**src/core/hub_change_pkg.sv**
```systemverilog
// Constants shared by the port change tracker and the translator state reader
package hub_change_pkg;

  // ****************************************************************
  // Request encodings
  // ****************************************************************
  localparam logic [7:0]  REQ_TYPE_PORT_OUT   = 8'h23;  // Class, host to device, other
  localparam logic [7:0]  REQ_TYPE_TT_IN      = 8'hA3;  // Class, device to host, other
  localparam logic [7:0]  REQ_CLEAR_FEATURE   = 8'h01;
  localparam logic [7:0]  REQ_SET_FEATURE     = 8'h03;
  localparam logic [7:0]  REQ_GET_TT_STATE    = 8'h0A;

  // Feature selectors naming the change flags
  localparam logic [15:0] SEL_CHG_CONNECTION  = 16'h0010;
  localparam logic [15:0] SEL_CHG_ENABLE      = 16'h0011;
  localparam logic [15:0] SEL_CHG_SUSPEND     = 16'h0012;
  localparam logic [15:0] SEL_CHG_OVERCURRENT = 16'h0013;
  localparam logic [15:0] SEL_CHG_RESET       = 16'h0014;

  // ****************************************************************
  // Change word layout
  // ****************************************************************
  localparam int          CHG_CONN_BIT        = 0;
  localparam int          CHG_ENABLE_BIT      = 1;
  localparam int          CHG_SUSPEND_BIT     = 2;
  localparam int          CHG_OC_BIT          = 3;
  localparam int          CHG_RESET_BIT       = 4;
  localparam int          CHG_USED_BITS       = 5;
  localparam logic [4:0]  CHG_FLAGS_RESET     = 5'h00;
  localparam logic [10:0] CHG_RESERVED_VALUE  = 11'h000;

  // ****************************************************************
  // Returned translator state layout
  // ****************************************************************
  localparam logic [15:0] TT_FLAGS_BYTES      = 16'h0004;
  localparam logic [15:0] TT_RETURN_LOW_VALUE = 16'h0000;

endpackage : hub_change_pkg

```
**src/core/tt_state_reader.sv**
```systemverilog
// Serialiser for the translator state returned in a readback data stage
`timescale 1ns/10ps
`default_nettype none

module tt_state_reader
  import hub_change_pkg::*;
#(
  parameter logic [15:0] STATE_BYTES = 16'h0010
)(
  // Clock and reset
  input  wire logic        clk_i,
  input  wire logic        arst_n_i,
  // Control
  input  wire logic        start_i,
  input  wire logic [15:0] length_i,
  input  wire logic [15:0] vendor_flags_i,
  output logic             busy_o,
  output logic             done_o,
  // Translator state source
  output logic [15:0]      state_addr_o,
  input  wire logic [7:0]  state_byte_i,
  // Byte stream
  output logic [7:0]       data_o,
  output logic             data_valid_o,
  output logic             data_last_o,
  input  wire logic        data_ready_i
);

  typedef enum logic [1:0] {RD_IDLE, RD_LOAD, RD_SEND} rd_state_e;

  localparam logic [15:0] TOTAL_BYTES = TT_FLAGS_BYTES + STATE_BYTES;

  rd_state_e   state;
  logic [15:0] pos;
  logic [15:0] total;
  logic [15:0] vflags;

  // Byte at a position: return flags little endian, low half zero
  function automatic logic [7:0] byte_at(input logic [15:0] p, input logic [15:0] vf,
                                         input logic [7:0] sb);
    case (p)
      16'h0000: byte_at = TT_RETURN_LOW_VALUE[7:0];
      16'h0001: byte_at = TT_RETURN_LOW_VALUE[15:8];
      16'h0002: byte_at = vf[7:0];
      16'h0003: byte_at = vf[15:8];
      default:  byte_at = sb;
    endcase
  endfunction : byte_at

  // Implementation bytes start after the flags word
  assign state_addr_o = pos - TT_FLAGS_BYTES;
  assign busy_o       = (state != RD_IDLE);

  // Sequencer; a one-cycle gap per byte keeps the data path a plain flop
  always_ff @(posedge clk_i or negedge arst_n_i)
  begin
    if (!arst_n_i)
    begin
      state        <= RD_IDLE;
      pos          <= 16'h0000;
      total        <= 16'h0000;
      vflags       <= 16'h0000;
      data_o       <= 8'h00;
      data_valid_o <= 1'b0;
      data_last_o  <= 1'b0;
      done_o       <= 1'b0;
    end
    else
    begin
      done_o <= 1'b0;
      case (state)
        RD_IDLE:
        begin
          if (start_i)
          begin
            pos    <= 16'h0000;
            vflags <= vendor_flags_i;
            // Short length truncates, long length is cut to the real size
            total  <= (length_i > TOTAL_BYTES) ? TOTAL_BYTES : length_i;
            if (length_i == 16'h0000)
              done_o <= 1'b1;  // Zero length is a clean finish
            else
              state <= RD_LOAD;
          end
        end
        RD_LOAD:
        begin
          data_o       <= byte_at(pos, vflags, state_byte_i);
          data_valid_o <= 1'b1;
          data_last_o  <= (pos == total - 16'h0001);
          pos          <= pos + 16'h0001;
          state        <= RD_SEND;
        end
        RD_SEND:
        begin
          if (data_ready_i)
          begin
            data_valid_o <= 1'b0;
            data_last_o  <= 1'b0;
            if (data_last_o)
            begin
              done_o <= 1'b1;
              state  <= RD_IDLE;
            end
            else
              state <= RD_LOAD;
          end
        end
        default:
          state <= RD_IDLE;
      endcase
    end
  end

endmodule : tt_state_reader

`default_nettype wire

```
**src/core/hub_port_change_and_tt_state.sv**
```systemverilog
// Port change flag register and translator state readback for one hub port
`timescale 1ns/10ps
`default_nettype none

module hub_port_change_and_tt_state
  import hub_change_pkg::*;
#(
  parameter logic [7:0]  PORT_NUM      = 8'h01,   // This port's number
  parameter logic [7:0]  NUM_PORTS     = 8'h04,   // Ports on the hub
  parameter bit          PER_PORT_OC   = 1'b1,    // Per-port over-current reporting
  parameter bit          DIAG_SET_EN   = 1'b0,    // Allow setting change flags
  parameter bit          DIAG_SET_ERR  = 1'b1,    // Refuse unsupported sets with error
  parameter bit          INV_IDLE_EN   = 1'b1,    // Flag reset left disabled
  parameter logic [15:0] TT_STATE_BYTES = 16'h0010
)(
  // Clock and reset
  input  wire logic        clk_i,
  input  wire logic        arst_n_i,
  // Decoded control request
  input  wire logic        req_valid_i,
  output logic             req_ready_o,
  input  wire logic [7:0]  req_type_i,
  input  wire logic [7:0]  req_code_i,
  input  wire logic [15:0] req_value_i,
  input  wire logic [15:0] req_index_i,
  input  wire logic [15:0] req_length_i,
  output logic             req_done_o,
  output logic             req_error_o,
  // Port state machine observations
  input  wire logic        attach_detach_i,
  input  wire logic        port_error_disable_i,
  input  wire logic        reset_invalid_idle_i,
  input  wire logic        resume_to_sendeop_i,
  input  wire logic        restart_to_transmit_i,
  input  wire logic        reset_to_enabled_i,
  input  wire logic        over_current_i,
  input  wire logic        other_oc_power_off_i,
  input  wire logic        powered_off_i,
  input  wire logic        not_configured_i,
  // Change word
  output logic [15:0]      port_change_flags_o,
  // Translator state source
  input  wire logic [15:0] tt_vendor_flags_i,
  output logic [15:0]      tt_state_addr_o,
  input  wire logic [7:0]  tt_state_byte_i,
  // Readback data stage
  output logic [7:0]       tt_data_o,
  output logic             tt_data_valid_o,
  output logic             tt_data_last_o,
  input  wire logic        tt_data_ready_i
);

  // ****************************************************************
  // Request decode
  // ****************************************************************

  logic       req_take;
  logic       port_req;
  logic       is_clear;
  logic       is_set;
  logic       is_tt_get;
  logic       tt_bad_port;
  logic [4:0] sel_hit;
  logic [4:0] clr_req;
  logic [4:0] set_req;
  logic       tt_busy;
  logic       tt_done;

  // Requests wait while a readback streams or finishes, so no answer is lost
  assign req_ready_o = !tt_busy && !tt_done;
  assign req_take    = req_valid_i && req_ready_o;
  assign port_req    = (req_type_i == REQ_TYPE_PORT_OUT) && (req_index_i[7:0] == PORT_NUM);
  assign is_clear    = port_req && (req_code_i == REQ_CLEAR_FEATURE);
  assign is_set      = port_req && (req_code_i == REQ_SET_FEATURE);
  assign is_tt_get   = (req_type_i == REQ_TYPE_TT_IN) && (req_code_i == REQ_GET_TT_STATE);
  // Port zero, ports past the last, or a high index byte name no port
  assign tt_bad_port = (req_index_i[7:0] == 8'h00) || (req_index_i[7:0] > NUM_PORTS)
                       || (req_index_i[15:8] != 8'h00);

  // Selector to flag one-hot
  assign sel_hit[CHG_CONN_BIT]    = (req_value_i == SEL_CHG_CONNECTION);
  assign sel_hit[CHG_ENABLE_BIT]  = (req_value_i == SEL_CHG_ENABLE);
  assign sel_hit[CHG_SUSPEND_BIT] = (req_value_i == SEL_CHG_SUSPEND);
  assign sel_hit[CHG_OC_BIT]      = (req_value_i == SEL_CHG_OVERCURRENT);
  assign sel_hit[CHG_RESET_BIT]   = (req_value_i == SEL_CHG_RESET);

  assign clr_req = (req_take && is_clear) ? sel_hit : 5'h00;
  assign set_req = (req_take && is_set && DIAG_SET_EN) ? sel_hit : 5'h00;

  // ****************************************************************
  // Change flags
  // ****************************************************************

  logic [4:0] flags;
  logic       oc_prev;
  logic [4:0] hw_set;

  // Flag update; a level hold wins, then a hardware set beats a request clear
  function automatic logic next_flag(input logic cur, input logic set, input logic clr,
                                     input logic hold);
    if (hold)
      next_flag = 1'b0;
    else if (set)
      next_flag = 1'b1;
    else if (clr)
      next_flag = 1'b0;
    else
      next_flag = cur;  // Latched regardless of status
  endfunction : next_flag

  // Hardware set events, with optional diagnostic sets folded in
  always_comb
  begin
    hw_set                  = set_req;
    hw_set[CHG_CONN_BIT]    = hw_set[CHG_CONN_BIT] | attach_detach_i;
    // An error-driven disable counts, and with INV_IDLE_EN so does a reset left disabled
    hw_set[CHG_ENABLE_BIT]  = hw_set[CHG_ENABLE_BIT] | port_error_disable_i
                              | (INV_IDLE_EN && reset_invalid_idle_i);
    hw_set[CHG_SUSPEND_BIT] = hw_set[CHG_SUSPEND_BIT] | resume_to_sendeop_i
                              | restart_to_transmit_i;
    hw_set[CHG_OC_BIT]      = hw_set[CHG_OC_BIT] | (over_current_i != oc_prev)
                              | other_oc_power_off_i;
    hw_set[CHG_RESET_BIT]   = hw_set[CHG_RESET_BIT] | reset_to_enabled_i;
  end

  // Previous over-current level for edge detection
  always_ff @(posedge clk_i or negedge arst_n_i)
  begin
    if (!arst_n_i)
      oc_prev <= 1'b0;
    else
      oc_prev <= over_current_i;
  end

  // Flag register; hub reset clears everything
  always_ff @(posedge clk_i or negedge arst_n_i)
  begin
    if (!arst_n_i)
      flags <= CHG_FLAGS_RESET;
    else
    begin
      flags[CHG_CONN_BIT]    <= next_flag(flags[CHG_CONN_BIT], hw_set[CHG_CONN_BIT],
                                          clr_req[CHG_CONN_BIT], powered_off_i);
      flags[CHG_ENABLE_BIT]  <= next_flag(flags[CHG_ENABLE_BIT], hw_set[CHG_ENABLE_BIT],
                                          clr_req[CHG_ENABLE_BIT], powered_off_i);
      flags[CHG_SUSPEND_BIT] <= next_flag(flags[CHG_SUSPEND_BIT], hw_set[CHG_SUSPEND_BIT],
                                          clr_req[CHG_SUSPEND_BIT], powered_off_i);
      // Shared over-current reporting pins the flag low
      flags[CHG_OC_BIT]      <= next_flag(flags[CHG_OC_BIT], hw_set[CHG_OC_BIT],
                                          clr_req[CHG_OC_BIT],
                                          not_configured_i || !PER_PORT_OC);
      flags[CHG_RESET_BIT]   <= next_flag(flags[CHG_RESET_BIT], hw_set[CHG_RESET_BIT],
                                          clr_req[CHG_RESET_BIT], powered_off_i);
    end
  end

  // Reserved upper bits are constant zero
  assign port_change_flags_o = {CHG_RESERVED_VALUE, flags};

  // ****************************************************************
  // Request answers
  // ****************************************************************

  // Feature requests and refused readbacks answer next cycle; readback answers when streaming ends
  always_ff @(posedge clk_i or negedge arst_n_i)
  begin
    if (!arst_n_i)
    begin
      req_done_o  <= 1'b0;
      req_error_o <= 1'b0;
    end
    else
    begin
      req_done_o  <= 1'b0;
      req_error_o <= 1'b0;
      if (tt_done)
        req_done_o <= 1'b1;
      else if (req_take && (is_clear || is_set) && (sel_hit != 5'h00))
      begin
        // Unsupported diagnostic set: error, or done with no effect
        if (is_set && !DIAG_SET_EN && DIAG_SET_ERR)
          req_error_o <= 1'b1;
        else
          req_done_o <= 1'b1;
      end
      else if (req_take && is_tt_get && tt_bad_port)
        req_error_o <= 1'b1;
    end
  end

  // ****************************************************************
  // Translator state readback
  // ****************************************************************

  // Value is unused, flags come from tt_vendor_flags_i, index the port, length the byte budget
  tt_state_reader #(
    .STATE_BYTES    (TT_STATE_BYTES)
  ) u_reader (
    .clk_i          (clk_i),
    .arst_n_i       (arst_n_i),
    .start_i        (req_take && is_tt_get && !tt_bad_port),
    .length_i       (req_length_i),
    .vendor_flags_i (tt_vendor_flags_i),
    .busy_o         (tt_busy),
    .done_o         (tt_done),
    .state_addr_o   (tt_state_addr_o),
    .state_byte_i   (tt_state_byte_i),
    .data_o         (tt_data_o),
    .data_valid_o   (tt_data_valid_o),
    .data_last_o    (tt_data_last_o),
    .data_ready_i   (tt_data_ready_i)
  );

  logic [15:0] sent_bytes;
  logic [15:0] req_len_q;

  // Byte counter for the current readback, used by the length and low-flags checks
  always_ff @(posedge clk_i or negedge arst_n_i)
  begin
    if (!arst_n_i)
    begin
      sent_bytes <= 16'h0000;
      req_len_q  <= 16'h0000;
    end
    else if (req_take && is_tt_get)
    begin
      sent_bytes <= 16'h0000;
      req_len_q  <= req_length_i;
    end
    else if (tt_data_valid_o && tt_data_ready_i)
      sent_bytes <= sent_bytes + 16'h0001;
  end
endmodule : hub_port_change_and_tt_state

`default_nettype wire

```
**config.mk**
```make
export PLATFORM = sky130hd
export DESIGN_NAME = hub_port_change_and_tt_state
export DESIGN_NICKNAME = d
export VERILOG_FILES = /design/src/core/hub_change_pkg.sv /design/src/core/tt_state_reader.sv /design/src/core/hub_port_change_and_tt_state.sv
export SDC_FILE = /design/constraint.sdc
export NUM_CORES = 1
export LEC_CHECK = 0
export BUFFER_PORTS_ARGS = -buffer_cell sky130_fd_sc_hd__buf_2
export CORE_MARGIN = 1.5
export CORE_UTILIZATION = 40
export DETAILED_ROUTE_END_ITERATION = 10
export GPL_ROUTABILITY_DRIVEN = 0
export PLACE_DENSITY = 0.75
export SLEW_MARGIN = 20
export SYNTH_ARGS = -nofsm -noshare
export SYNTH_HDL_FRONTEND = slang
export SYNTH_SLANG_ARGS = --single-unit
```
**constraint.sdc**
```tcl
create_clock -name clk_i -period 2.2 [get_ports clk_i]
set_input_delay 0.44 -clock clk_i [delete_from_list [all_inputs] [get_ports clk_i]]
set_output_delay 0.44 -clock clk_i [all_outputs]
set_load 0.05 [all_outputs]
```
* Word-level counts from Yosys, hierarchy flattened *
Cells that the tools add are included.

word-level totals
  register bits after elaboration = 69
  bits in latches = 0
  bits in writable memories = 0
  bits in read-only memories = 0
  bits of input ports = 102
  output and inout port bits = 45
  logic and storage cells = 122
  memories = 0

cells by class
  add/sub/neg operators = 3
  multiply operators = 0
  div/mod/pow operators = 0
  order comparisons = 2
  eq/ne operators = 21
  shift-type cells = 0
  mux-type cells = 40
  bitwise operators = 3
  reduce and logical (&&, ||, !) cells = 37

operators with widths
  kind                     count
  $eq A16 B5 Y1 const B    5
  $eq A16 B2 Y1 const B    2
  $logic_not A16 Y1        2
  $mux W16                 2
  $pmux W16 S2             1
  $mux W1                  28
  $pmux W8 S3              1
  $add A16 B1 Y16 const B  1
  $eq A16 B1 Y1 const B    1
  $eq A16 B16 Y1           1
  $eq A8 B1 Y1 const B     2
  $gt A16 B5 Y1 const B    1
  $sub A16 B1 Y16 const B  1
  $sub A16 B3 Y16 const B  1
  $reduce_bool A3 Y1       5
  $logic_and A1 B1 Y1      12
  $eq A8 B2 Y1 const B     1
  $eq A8 B4 Y1 const B     1
  $eq A8 B6 Y1 const B     1
  $eq A8 B8 Y1 const B     1
  $gt A8 B3 Y1 const B     1
  $logic_not A8 Y1         1
  $reduce_bool A8 Y1       1
  $mux W2                  3
  other kinds (17)         30

* Depth between registers and ports, before layout *
  depth after elaboration = 9
  mapped depth = 9
  depth with buffers taken out = 8

* Hierarchy *
Synthesis repeated with hierarchy kept, for this count alone.

second synthesis, totals
  cells, all modules = 478
  area total of the unflattened synthesis = 4166.5 um^2

by module, submodules not included
  module                        instances  cells each  area an instance (um^2)
  tt_state_reader               1          406         3528.4
  hub_port_change_and_tt_state  1          72          638.1

* Worst setup path before layout *
OpenSTA, ideal clock, no wires.

  path kind = reg-to-output
  start point = register u_reader.pos[2]
  end point = output port tt_state_addr_o[14]
  data arrival time = 2.386 ns
  data required time = 1.760 ns
  slack = -0.626 ns
  cell stages (with the launch flop) = 7
  cells stage by stage = dfrtp_1 clkbuf_1 inv_1 ha_1 nand2_1 nor4_1 xor2_1

on the way
  longest elaborated chain between the ends = 1

RTL lines
  what                    line                                text
  from (decl)             tt_state_reader.sv:34               logic [15:0] pos;
  from (signal assigned)  tt_state_reader.sv:91               pos <= pos + 16'h0001;
  $sub A16 B3 Y16         tt_state_reader.sv:51               assign state_addr_o = pos - TT_FLAGS_BYTES;
  to (decl)               hub_port_change_and_tt_state.sv:44  output logic [15:0] tt_state_addr_o,

No other way between the ends.

* Worst setup path in the final report *
  start point = register u_reader.pos[9]
  end point = output port tt_state_addr_o[15]

Same word-level chain as after synthesis.

==> flow_summary.ini <==
[drt]
vias = 4052
drt-total-wl_um = 11600
drc = 0
drt-vias-per-instance = 5.26
firstDrtPassIters = 4
ant_nets = 0
drtIter0Drc = 201
wl_per_cell_um = 15.0

[power_and_ir_drop]
p_total_mw = 6.17
clkPwrFrac_pct = 20.7
swShare_pct = 45.8
p_int_mw = 3.34
p_per_area_mw_per_mm2 = 1040
p_switching_mw = 2.83
p_comb_share_pct = 51.8
peakVddDrop_mv = 0.861
seq_power_share_pct = 27.5
p_leak_nw = 2.78

[place]
portBuffers = 135
hpwl_um = 8800

[floorplan]
die_x_um = 105
die_h_um = 105
core_area_mm2 = 0.0102
top_level_ports = 147
dieArea_mm2 = 0.0110
rows = 37
start_util_pct = 40.8

[global_routing]
grt_pass1_vias = 4277
grt_max_degree = 47
grt_overflow = 0
grt_usage_pct = 22.5
grt_pass1_wl_um = 20000
antenna_found_initial = 0

[cells_and_area]
seqCellArea_mm2 = 0.00173
multi_input_area_mm2 = 0.00255
final_common_cell = buf_2
mostFrequentLayoutCells = buf_2, dfrtp_1, buf_4
diodes = 0
nFillCells = 899
area_delta_synth_final_pct = 42.4
fin_nets = 739
final_layout_size_suffix_gt1_share_pct = 43.2

[run_status]
status = finished, violations left
violations = negative setup slack

[logic_synthesis]
synth_edf_count = 0
yosys.area.top_type = dfrtp_1
yosysTopAreaCellShare_pct = 41.5
syn_area_mm2 = 0.00416
yosys_warnings = 0
synth_area_per_cell_um2 = 9.08
synth-async-reset-ratio_pct = 100
netlist_instances = 458
synth.area.top_cells = dfrtp_1, o21ai_0, mux2_2, xnor2_1, xor2_1
synth_cell_types = 63
yosys_register_bits = 69
synth_flop_cell = dfrtp_1
synth_seq_area_share_pct = 41.5

[setup_path]
timing.reg2reg.setup_slack_ns = -0.10
cp.arrival_ns = 2.02
reg2reg_from = u_reader.total[1]
critPathMaxFanout = 2
crit_path_start = u_reader.pos[9]
r2r-end = u_reader.data_last_o
cp_data_required_time_ns = 1.76
end_kind = output pin
start_kind = register
r2r_cells = 6
critPathKind = reg2out

[timing]
max_slew_margin_pct = 53.6
period_share_pct = 112
final.setup.worst_slack_ns = -0.255
period_needed_ns = 2.46
finalHoldViolations = 0
hold_ws_ns = 0.230
slew_viol_final = 0
setup_viol = 9
timing.fmax_ghz = 0.407
rsz0062_at_grt = yes
worst_slew_pin_slew_ns = 0.696
fin_skew_ns = 0.00677

[cts]
worstSkewPairLatency_ns = 0.34
clk_pin_slew_ns = 0.08
clock_sinks = 69
numCtsBuffers = 9
clk_path_buf_depth = 2
cts_max_level = 3
cts_tree = done
clk_root_buffer_cell = clkbuf_8

[min_path]
min_path_type = in2reg
min_from = over_current_i
hold_path_depth = 1
min_to = oc_prev

[job]
cap_violations = 0
-- flip-flops by register name (all words and copies together), names as in the netlist, 2 cells and up --
name,flops
u_reader.state,2
u_reader.vflags,16
flags,5
u_reader.data_o,8
u_reader.pos,16
u_reader.total,16
-- layer usage --
metal  global-route usage [%]  routed length (um)  vias up
met5                        0                   0        -
met4                     8.12                 238        0
met3                     6.05                 741       23
met2                     37.9                5830      121
met1                     27.5                4770     1953
li1                         -                   -     1955
-- worst max-delay path by stage --
| stage | to | depth (start not counted) |
|---|---|---|
| 2_1_floorplan | tt_state_addr_o[8] | 5 |
| 3_3_place_gp | flags[0] | 7 |
| 3_5_place_dp | flags[0] | 7 |
| 4_1_cts | tt_state_addr_o[14] | 5 |
| 5_1_grt | tt_state_addr_o[14] | 5 |
| 6_report | tt_state_addr_o[15] | 5 |
-- cell type report --
| cell class | count | share of cell area, % |
|---|---|---|
| multi-input combinational | 348 | 43.1 |
| sequential | 69 | 29.2 |
| timing repair buffer | 188 | 19.9 |
| tap | 136 | 2.87 |
| clock buffer | 9 | 2.09 |
| clock inverter | 7 | 2.07 |
| inverter | 13 | 0.887 |
-- cell families (layout without fill, tap and decap cells) --
| family | after synthesis | after routing | share of synthesized area, % |
|---|---|---|---|
| AOI/OAI and AO/OA | 95 | 95 | 13.9 |
| and+or+nand+nor | 186 | 186 | 24.9 |
| other | 1 | 11 | 0.0901 |
| muxes | 16 | 16 | 4.33 |
| xor gates and xnor gates | 32 | 32 | 6.74 |
| buffers and inverters | 51 | 217 | 6.08 |
| DFF | 69 | 69 | 41.5 |
| adders and majority gates | 8 | 8 | 2.41 |
-- metrics by stage --
stage	area, um^2	worst slack, ns	setup TNS, ns	utilization (%)	cells
final	5930	-0.255	-1.49	58.2	770
after global placement	5400	-0.129	-0.839	53.0	748
after global routing	5930	-0.316	-2.14	58.2	770
after detailed placement	5400	-0.188	-1.60	53.0	748
after CTS	5810	-0.307	-1.70	57.1	766
after floorplan	4410	-0.252	-1.04	-	468
-- worst max-delay path, stage by stage, from the launching register on --
cell and delay [ns]:
dfrtp_1 0.40, or4_4 0.57, nor4_4 0.20, nand3_2 0.17
xnor2_4 0.16, buf_6 0.17
-- what timing repair did --
action	CTS	global route
hold endpoints to repair	11	0
buffers inserted	1	4
hold buffers	1	0
pin swaps	7	10
endpoints found under the setup margin	11	13
resized for setup	39	15
-- synth_stat cells, drive strengths merged (2+ instances only) --
| cell type | number |
|---|---|
| a21oi | 22 |
| nor4 | 17 |
| or4b | 2 |
| nand4b | 4 |
| inv | 13 |
| nor3b | 3 |
| xnor2 | 16 |
| mux2 | 16 |
| clkbuf | 19 |
| nor4bb | 2 |
| nand2 | 37 |
| or2 | 3 |
| or4 | 6 |
| nor2 | 33 |
| nor3 | 11 |
| a31oi | 3 |
| and2 | 13 |
| nand3b | 2 |
| a22oi | 9 |
| nor4b | 2 |
| and3 | 6 |
| buf | 19 |
| nand4 | 8 |
| a31o | 2 |
| ha | 8 |
| xor2 | 16 |
| or3 | 4 |
| o211ai | 2 |
| dfrtp | 69 |
| nand3 | 21 |
| o21ai | 42 |
| nand2b | 7 |
| o31ai | 3 |
-- power groups by stage --
stage / combinational (mW) / clock (mW) / sequential (mW)
5_1_grt: 3.40 / 1.36 / 1.73
3_3_place_gp: 2.76 / 0 / 1.67
6_report: 3.20 / 1.28 / 1.70
4_1_cts: 3.04 / 1.30 / 1.68
2_1_floorplan: 1.70 / 0 / 1.97
3_5_place_dp: 2.81 / 0 / 1.69
Power figures use the tool's default switching activity.
